<file path="src/verilog/rscc_pkg.sv">
/*
 Package for the reset, strap and clock configuration block: register map,
 field positions, strap encodings, state type and timing constants.
 Assumes a 50 MHz system clock and a 32-bit APB register bus.
*/
package rscc_pkg;

	// ------------------------------------------------------------
	// Register map
	// ------------------------------------------------------------
	localparam int ADDR_W = 8;
	localparam logic [7:0] STATUS_OFS = 8'h00;
	localparam logic [7:0] CTRL_OFS = 8'h04;
	localparam logic [1:0] WORD_ALIGN = 2'h0;

	// Status fields
	localparam int ST_WIDTH_LSB = 0;
	localparam int ST_POL_BIT = 2;
	localparam int ST_CLKSEL_BIT = 3;
	localparam int ST_ACTIVE_BIT = 4;
	localparam int ST_WDT_BIT = 5;

	// Control fields: bus clock code 0..4 = 125/100/75/50/25 MHz
	localparam int CLK_CODE_W = 3;
	localparam logic [2:0] CLK_CODE_RST = 3'h0;
	localparam logic [2:0] CLK_CODE_MAX = 3'h4;

	// ------------------------------------------------------------
	// Strap encodings
	// ------------------------------------------------------------
	localparam logic [1:0] WIDTH_RSVD = 2'h0;
	localparam logic [1:0] WIDTH_8 = 2'h1;
	localparam logic [1:0] WIDTH_16 = 2'h2;
	localparam logic [1:0] WIDTH_32 = 2'h3;

	// ------------------------------------------------------------
	// Timing
	// ------------------------------------------------------------
	localparam int SYS_CLK_MHZ = 50;
	localparam int RST_HOLD_MS = 200;
	localparam int RST_HOLD_CYC = RST_HOLD_MS * 1000 * SYS_CLK_MHZ;
	localparam int HOLD_CNT_W = 24;

	typedef enum logic [1:0] {
		ST_CAPTURE,
		ST_HOLD,
		ST_RUN
	} rscc_state_type;

	// Bus width in bits for a bank-zero width strap; zero when reserved
	function automatic logic [5:0] rscc_width_bits(input logic [1:0] code);
		case (code)
			WIDTH_8: rscc_width_bits = 6'h08;
			WIDTH_16: rscc_width_bits = 6'h10;
			WIDTH_32: rscc_width_bits = 6'h20;
			default: rscc_width_bits = 6'h00;
		endcase
	endfunction

endpackage

</file>
<file path="src/verilog/rscc_top.sv">
/*
 Reset, strap capture and system clock configuration block.
 Assumes straps are held by the board across reset release, a one-cycle
 watchdog expiry pulse from the timer, and an APB master on the bus side.
*/
// Decided for this implementation: the APB interface to the registers.
`timescale 1ns/1ns
module rscc_top #(
	parameter int HOLD_CYCLES = rscc_pkg::RST_HOLD_CYC
) (
	// Clock and chip reset
	input wire logic sys_clk_i,
	input wire logic rst_b_i,
	// Strap pins and watchdog
	input wire logic [1:0] boot_bank_width_strap_i,
	input wire logic reset_out_polarity_strap_i,
	input wire logic cpu_clock_source_strap_i,
	input wire logic wdt_expire_i,
	// APB slave
	input wire logic psel_i,
	input wire logic penable_i,
	input wire logic pwrite_i,
	input wire logic [rscc_pkg::ADDR_W-1:0] paddr_i,
	input wire logic [31:0] pwdata_i,
	output logic [31:0] prdata_o,
	output logic pready_o,
	output logic pslverr_o,
	// Reset and configuration outputs
	output logic system_reset_out_o,
	output logic system_reset_out_oe_o,
	output logic core_reset_o,
	output logic cpu_clk_bypass_o,
	output logic [rscc_pkg::CLK_CODE_W-1:0] system_bus_clock_code_o,
	output logic [5:0] bank0_width_bits_o,
	output logic bank0_width_reserved_o
);
	import rscc_pkg::*;

	localparam logic [HOLD_CNT_W-1:0] HOLD_LAST = HOLD_CNT_W'(HOLD_CYCLES - 1);

	// ------------------------------------------------------------
	// State
	// ------------------------------------------------------------
	rscc_state_type st_ff, nxt_st;
	logic [HOLD_CNT_W-1:0] cnt_ff, nxt_cnt;
	logic [1:0] width_ff, nxt_width;
	logic pol_ff, nxt_pol;
	logic clksel_ff, nxt_clksel;
	logic wdt_seen_ff, nxt_wdt_seen;
	logic [CLK_CODE_W-1:0] clk_code_ff, nxt_clk_code;
	logic rst_out_ff, nxt_rst_out;
	logic oe_ff, nxt_oe;
	logic core_rst_ff, nxt_core_rst;
	logic [5:0] wbits_ff, nxt_wbits;
	logic wrsvd_ff, nxt_wrsvd;
	logic bypass_ff, nxt_bypass;
	logic pready_ff, nxt_pready;
	logic pslverr_ff, nxt_pslverr;
	logic [31:0] prdata_ff, nxt_prdata;
	logic setup, access, mapped, wdt_hit;

	// ------------------------------------------------------------
	// Sequencer and register file
	// ------------------------------------------------------------
	always_comb begin
		nxt_st = st_ff;
		nxt_cnt = cnt_ff;
		nxt_width = width_ff;
		nxt_pol = pol_ff;
		nxt_clksel = clksel_ff;
		nxt_wdt_seen = wdt_seen_ff;
		nxt_clk_code = clk_code_ff;
		nxt_oe = oe_ff;
		wdt_hit = 1'b0;
		setup = psel_i & ~penable_i;
		access = psel_i & penable_i & pready_ff;
		mapped = (paddr_i == STATUS_OFS) || (paddr_i == CTRL_OFS);
		// Software writes act first so a hardware set in the same cycle wins
		if (access && pwrite_i && paddr_i == CTRL_OFS && pwdata_i[CLK_CODE_W-1:0] <= CLK_CODE_MAX) begin
			nxt_clk_code = pwdata_i[CLK_CODE_W-1:0];
		end
		if (access && pwrite_i && paddr_i == STATUS_OFS && pwdata_i[ST_WDT_BIT]) begin
			nxt_wdt_seen = 1'b0;
		end
		case (st_ff)
			ST_CAPTURE: begin
				// First edge after release: pins still carry the strap levels
				nxt_width = boot_bank_width_strap_i;
				nxt_pol = reset_out_polarity_strap_i;
				nxt_clksel = cpu_clock_source_strap_i;
				nxt_oe = 1'b1;
				nxt_cnt = '0;
				nxt_st = ST_HOLD;
			end
			ST_HOLD: begin
				if (wdt_expire_i) begin
					wdt_hit = 1'b1;
					nxt_cnt = '0;
				end else if (cnt_ff == HOLD_LAST) begin
					nxt_st = ST_RUN;
				end else begin
					nxt_cnt = cnt_ff + 1'b1;
				end
			end
			ST_RUN: begin
				if (wdt_expire_i) begin
					wdt_hit = 1'b1;
					nxt_cnt = '0;
					nxt_st = ST_HOLD;
				end
			end
			default: begin
				nxt_st = ST_CAPTURE;
			end
		endcase
		if (wdt_hit) begin
			// Internal reset returns the clock setting to its default
			nxt_wdt_seen = 1'b1;
			nxt_clk_code = CLK_CODE_RST;
		end
		nxt_rst_out = (nxt_st == ST_HOLD) ^ nxt_pol;
		nxt_core_rst = (nxt_st != ST_RUN);
		nxt_wbits = rscc_width_bits(nxt_width);
		nxt_wrsvd = (nxt_width == WIDTH_RSVD);
		nxt_bypass = nxt_clksel;
		// APB: one wait-free access phase, read data taken at setup
		nxt_pready = setup;
		nxt_pslverr = setup & ~(mapped && paddr_i[1:0] == WORD_ALIGN);
		nxt_prdata = prdata_ff;
		if (setup) begin
			nxt_prdata = '0;
			if (paddr_i == STATUS_OFS) begin
				nxt_prdata[ST_WIDTH_LSB +: 2] = width_ff;
				nxt_prdata[ST_POL_BIT] = pol_ff;
				nxt_prdata[ST_CLKSEL_BIT] = clksel_ff;
				nxt_prdata[ST_ACTIVE_BIT] = (st_ff == ST_HOLD);
				nxt_prdata[ST_WDT_BIT] = wdt_seen_ff;
			end else if (paddr_i == CTRL_OFS) begin
				nxt_prdata[CLK_CODE_W-1:0] = clk_code_ff;
			end
		end
	end

	// Output enable stays low through reset so the system reset output pin floats
	always_ff @(posedge sys_clk_i or negedge rst_b_i) begin
		if (!rst_b_i) begin
			st_ff <= ST_CAPTURE;
			cnt_ff <= '0;
			width_ff <= WIDTH_RSVD;
			pol_ff <= 1'b0;
			clksel_ff <= 1'b0;
			wdt_seen_ff <= 1'b0;
			clk_code_ff <= CLK_CODE_RST;
			rst_out_ff <= 1'b0;
			oe_ff <= 1'b0;
			core_rst_ff <= 1'b1;
			wbits_ff <= 6'h00;
			wrsvd_ff <= 1'b1;
			bypass_ff <= 1'b0;
			pready_ff <= 1'b0;
			pslverr_ff <= 1'b0;
			prdata_ff <= 32'h0000_0000;
		end else begin
			st_ff <= nxt_st;
			cnt_ff <= nxt_cnt;
			width_ff <= nxt_width;
			pol_ff <= nxt_pol;
			clksel_ff <= nxt_clksel;
			wdt_seen_ff <= nxt_wdt_seen;
			clk_code_ff <= nxt_clk_code;
			rst_out_ff <= nxt_rst_out;
			oe_ff <= nxt_oe;
			core_rst_ff <= nxt_core_rst;
			wbits_ff <= nxt_wbits;
			wrsvd_ff <= nxt_wrsvd;
			bypass_ff <= nxt_bypass;
			pready_ff <= nxt_pready;
			pslverr_ff <= nxt_pslverr;
			prdata_ff <= nxt_prdata;
		end
	end

	assign system_reset_out_o = rst_out_ff;
	assign system_reset_out_oe_o = oe_ff;
	assign core_reset_o = core_rst_ff;
	assign cpu_clk_bypass_o = bypass_ff;
	assign system_bus_clock_code_o = clk_code_ff;
	assign bank0_width_bits_o = wbits_ff;
	assign bank0_width_reserved_o = wrsvd_ff;
	assign prdata_o = prdata_ff;
	assign pready_o = pready_ff;
	assign pslverr_o = pslverr_ff;
endmodule // rscc_top

</file>
<file path="config.mk">
export PLATFORM = sky130hd
export DESIGN_NAME = rscc_top
export DESIGN_NICKNAME = d
export VERILOG_FILES = /design/src/verilog/rscc_pkg.sv /design/src/verilog/rscc_top.sv
export SDC_FILE = /design/constraint.sdc
export NUM_CORES = 1
export LEC_CHECK = 0
export BUFFER_PORTS_ARGS = -buffer_cell sky130_fd_sc_hd__buf_2
export CELL_PAD_IN_SITES_DETAIL_PLACEMENT = 2
export CELL_PAD_IN_SITES_GLOBAL_PLACEMENT = 2
export CORE_MARGIN = 2
export CORE_UTILIZATION = 29
export CTS_CLUSTER_DIAMETER = 120
export DETAILED_ROUTE_END_ITERATION = 6
export PLACE_DENSITY = 0.82
export SLEW_MARGIN = 40
export SYNTH_ARGS = -nofsm -noshare
export SYNTH_HDL_FRONTEND = slang
export SYNTH_SLANG_ARGS = --single-unit
</file>
<file path="constraint.sdc">
create_clock -name sys_clk_i -period 2.2 [get_ports sys_clk_i]
set_input_delay 0.22 -clock sys_clk_i [delete_from_list [all_inputs] [get_ports sys_clk_i]]
set_output_delay 0.22 -clock sys_clk_i [all_outputs]
set_load 0.02 [all_outputs]
</file>
Yosys cells after proc, flatten, opt, wreduce, memory -nomap -nowiden

Index checks and enable logic that the tools add are counted.

$add $sub $neg: 1
$lt $le $gt $ge: 1
Eq/ne operators: 11
Mux-type cells: 20
Bitwise operators: 7
Reduce and logical (&&, ||, !) cells: 16

Operators with widths:

| kind                                                                  | number |
|---|---|
| 24-bit two-way mux                                                    | 3 |
| 24-bit one-hot mux with 3 select lines                                | 1 |
| 24-bit by 1-bit adder with 24-bit output, second input constant       | 1 |
| 24-bit equality test, second input constant                           | 1 |
| 6-bit one-hot mux with 3 select lines                                 | 1 |
| 3-bit two-way mux                                                     | 5 |
| 8-bit by 3-bit equality test with 1-bit output, second input constant | 1 |
| 8-bit zero test                                                       | 1 |
| 2-bit two-way mux                                                     | 4 |
| 2-bit by 1-bit equality test with 1-bit output, second input constant | 3 |
| 2-bit equality test, second input constant                            | 3 |
| 1-bit logical AND                                                     | 6 |
| 2-bit zero test                                                       | 3 |
| 2-bit one-hot mux with 3 select lines                                 | 1 |
| 1-bit two-way mux                                                     | 5 |
| 1-bit AND                                                             | 4 |
| 2-bit inequality test, second input constant                          | 2 |
| 2-bit nonzero test                                                    | 2 |
| 3-bit <= comparator, second input constant                            | 1 |
| 3-bit inequality test, second input constant                          | 1 |
| 3-bit AND reduction                                                   | 1 |
| 3-bit nonzero test                                                    | 1 |
| 1-bit NOT                                                             | 2 |
| 2-bit OR reduction                                                    | 1 |
| 2 further kinds                                                       | 2 |

Register bits after elaboration: 52
Bits of input ports: 50
Output and inout port bits: 48

Logic depth before layout (Yosys ltp)

Depth after elaboration: 7
Mapped depth: 9
Depth with buffers taken out: 7

Worst setup path before layout

OpenSTA, ideal clock, no wires.

Path type: register to register
Start point: register st_ff[0]
End point: register cnt_ff[15]
Setup time: 0.078 ns
Data arrival time: 1.864 ns
Data required time: 2.122 ns
Slack: 0.258 ns
Stages on the path, launching flop included: 8
Path through: dfrtp_1 inv_1 ha_1 nor2b_1 nor2_1 o41ai_4 or4_1 a21oi_1

Word-level cells in the longest chain between the ends: 3
Elaborated cells between the ends (all ways): 8
Those cells by class: 4 x eq/ne; 1 x mux; 3 x reduce/logical

Ends and longest elaborated chain:

| what                                                                   | RTL line        | RTL |
|---|---|---|
| start: declaration                                                     | rscc_top.sv:44  | `rscc_state_type st_ff, nxt_st;` |
| start signal: assignment                                               | rscc_top.sv:164 | `st_ff <= nxt_st;` |
| 2-bit by 1-bit equality test with 1-bit output (tied with other cells) | rscc_top.sv:85  | `case (st_ff)` |
| 3-bit inequality test (no line) (tied with other cells)                | --              |  |
| 3-bit AND reduction (no line)                                          | --              |  |
| end signal: assignment                                                 | rscc_top.sv:165 | `cnt_ff <= nxt_cnt;` |
| end: declaration                                                       | rscc_top.sv:45  | `logic [HOLD_CNT_W-1:0] cnt_ff, nxt_cnt;` |

Parallel ways exist; a longest one is shown, timed or not.
A chain may end at the register's enable or synchronous reset.

Final worst setup path

Start point: register st_ff[0]
End point: register cnt_ff[10]

The elaborated chain is that of the path after synthesis.

==> results.md <==
* Setup WS pre-CTS at 0.04203 ns
* Die Height at 102.2 um
* Critical path class: flip-flop to flip-flop
* Initial DRT Pass Iterations at 4
* Ys Warns at 0
* GR Layer Usage met2 at 0.2854
* Leak Pwr at 0.001526 uW
* Reg2reg start: st_ff[0]$_DFF_PN0_
* R2r endpoint: cnt_ff[10]$_DFFE_PN0P_
* Worst-margin pin slew at 0.5066 ns
* Worst Hold Endpoint: cpu_clk_bypass_o$_DFFE_PN0P_
* Post-Place Cell Area at 3123 sq um
* 1st-iter DRT viols at 102
* Total track usage at 0.1577
* Critical Path AT at 2.27 ns
* Max-Cap Viols at 0
* Top cells by instance count after synthesis: dfrtp_1 (47), buf_4 (29), nand2_1 (24)
* Filler instances at 1033
* Routed len/inst at 16.18 um
* I/O Pins at 98
* Worst skew pair latency at 0.30 ns
* Worst R2R Path Depth at 8
* Distinct cells, synth at 48
* Final Hold Viols at 0
* Starting Density at 0.3011
* Die area at 10440 sq um
* #FFs+latches synth at 49
* CTS root buf: clkbuf_8
* Worst Slack Setup Final at 0.1500 ns
* Tcrit/Tclk final at 0.9318
* Most area-consuming cells after synthesis: dfrtp_1 (42%), buf_4 (7.8%), nand2_1 (3.2%)
* Most used routing layer: met2
* Vias per cell at 4.937
* Routability cong. at 0.7703
* IO Port Bufs at 40
* Worst hold path type: input pin to flip-flop
* Design Area, Final at 3303 sq um
* Asr flop ratio synth at 1.000
* Mean Syn Cell Area at 9.639 sq um
* Post-synth EDFFs at 0
* Status: completed
* N_diodes at 0
* Grt ovf at 0
* Routed Antenna Nets at 0
* Max Buffers Root-to-Sink at 2
* Final min period at 2.050 ns
* Hold Path Cell Cnt at 2
* Drt drc at 0
* Final WL at 7668 um
* Met3 Track Usage GR at 0.02394
* Clock-pin slew on the worst setup and hold paths at 0.10 ns
* Cell with the most instances after synthesis: dfrtp_1
* PD cells at 559.4 nW/um^2
* Hold_sp: cpu_clock_source_strap_i
* Worst setup EP type: flip-flop
* Crit Path Max Fanout at 22
* Worst Skew at 0.008342 ns
* Util after Layout at 0.3558
* Slew headroom at 0.6623
* Core ar. at 9284 sq um
* Initial antenna violation count at 0
* Dominant cell type by area after synthesis: dfrtp_1
* Vias in the first global route at 2542
* Share of cells above drive strength 1 at 0.2551
* Primary FF master, synth: dfrtp_1
* Met1 usage at 0.1946
* Nets@finish at 400
* Finish-stage setup viols at 0
* Seq/Total Area, Yosys at 0.4396
* First-pass GRT wire length at 13000 um
* Reg area at 1230 sq um
* Post-DP HPWL at 5880 um
* Achievable frequency at 0.4878 GHz
* Area of the multi-input gates at 1384 sq um
* Largest net degree at the start of global routing at 39
* Worst EP required at 2.42 ns
* Total power at 1848 uW
* CTS tree: yes
* Clock Sink Count at 49
* Row Count at 35
* Die width at 102.2 um
* CTS Buf Count at 5
* Vias at 2340
* H-tree depth at 2
* Maximum vdd drop at 0.2436 mV
* Max Slew Vio Count at 0
* Mapped Cells at 290
* Crit start category: flip-flop
* Post-synthesis cell area at 2795 sq um
* Area growth, synth to finish at 18.17%
* Post-synth top area share at 0.4208
* FF-to-FF setup slack at 0.15 ns
[worst max-delay path by stage]
stage / startpoint / to / slack, ns / cells after the start
2_1_floorplan: st_ff[0]$_DFF_PN0_ / cnt_ff[15]$_DFFE_PN0P_ / 0.26 / 7
3_3_place_gp: cnt_ff[0]$_DFFE_PN0P_ / cnt_ff[22]$_DFFE_PN0P_ / 0.11 / 6
3_5_place_dp: cnt_ff[18]$_DFFE_PN0P_ / system_reset_out_o$_DFF_PN0_ / 0.04 / 5
4_1_cts: cnt_ff[18]$_DFFE_PN0P_ / system_reset_out_o$_DFF_PN0_ / 0.001 / 5
5_1_grt: cnt_ff[0]$_DFFE_PN0P_ / cnt_ff[14]$_DFFE_PN0P_ / -0.02 / 6
6_report: st_ff[0]$_DFF_PN0_ / cnt_ff[10]$_DFFE_PN0P_ / 0.15 / 8
[state kept, by name, indices dropped and copies added (netlist names)]
name	flops
system_bus_clock_code_o	3
cpu_clk_bypass_o	1
width_ff	2
bank0_width_bits_o	3
system_reset_out_o	1
pol_ff	1
wdt_seen_ff	1
pready_o	1
pslverr_o	1
system_reset_out_oe_o	1
core_reset_o	1
cnt_ff	24
st_ff	2
bank0_width_reserved_o	1
prdata_o	6
[metal layers]
metal	wire length [um]	up-vias	part of all wire
li1	-	1085	-
met1	3223	1185	0.42
met2	3961	62	0.52
met3	373	8	0.049
met4	110	0	0.014
met5	0	-	0
[placed cells by master, fill, tap and decap left out, drive strengths merged, types with 3 or more instances in the layout]
master	n
nor3	3
o31ai	12
or2	3
mux2i	8
or4	3
o21ai	21
mux2	3
ha	6
a21oi	17
conb	29
nor2	23
nand3	16
xor2	5
buf	59
o41ai	3
nand2	25
nor4	3
dfrtp	47
or3	5
nor4b	3
nand4	8
inv	7
clkbuf	5
nand2b	3
[kinds of logic after synthesis]
| logic type | share of synthesized area |
|---|---|
| adders and majority gates | 0.02686 |
| DFF | 0.4396 |
| buffers and inverters | 0.1128 |
| other | 0.001342 |
| muxes | 0.04073 |
| xor gates and xnor gates | 0.01567 |
| AOI/OAI and AO/OA | 0.1397 |
| and+or+nand+nor | 0.2234 |
[critical path, stage by stage (launching register included)]
cell	delay, ns
dfrtp_1	0.40
buf_4	0.16
ha_1	0.20
nor2b_2	0.17
nand2_1	0.11
o41ai_4	0.10
buf_12	0.17
or4_1	0.47
a21oi_1	0.18
[area by class of cell]
| cell class | instances | area share |
|---|---|---|
| Clock buffer | 5 | 0.02083 |
| Clock inverter | 3 | 0.01970 |
| Tap cell | 129 | 0.04886 |
| Timing Repair Buffer | 60 | 0.1114 |
| Inverter | 7 | 0.007955 |
| Sequential cell | 49 | 0.3723 |
| Multi-Input combinational cell | 221 | 0.4189 |
[through the flow]
step	TNS, ns	std cells	hold WS [ns]
finish	0	474	0.1701
global route	-0.03232	474	0.1776
CTS	0	473	0.1651
detailed placement	0	464	0.2298
global placement	0	464	0.3880
floorplan	0	318	-0.07559
[where the power goes]
part,total [uW],internal (uW),switching (uW)
logic,164,42.1,121
registers,924,916,8.60
clock network,760,452,308
[timing repair]
action	4_1_cts	5_1_grt
hold endpoints to repair	34	0
hold buffers	1	0
gates resized for setup	0	8
buffers inserted	0	1
setup endpoints to repair	0	11
No activity file was read; power rests on OpenSTA's default activity.
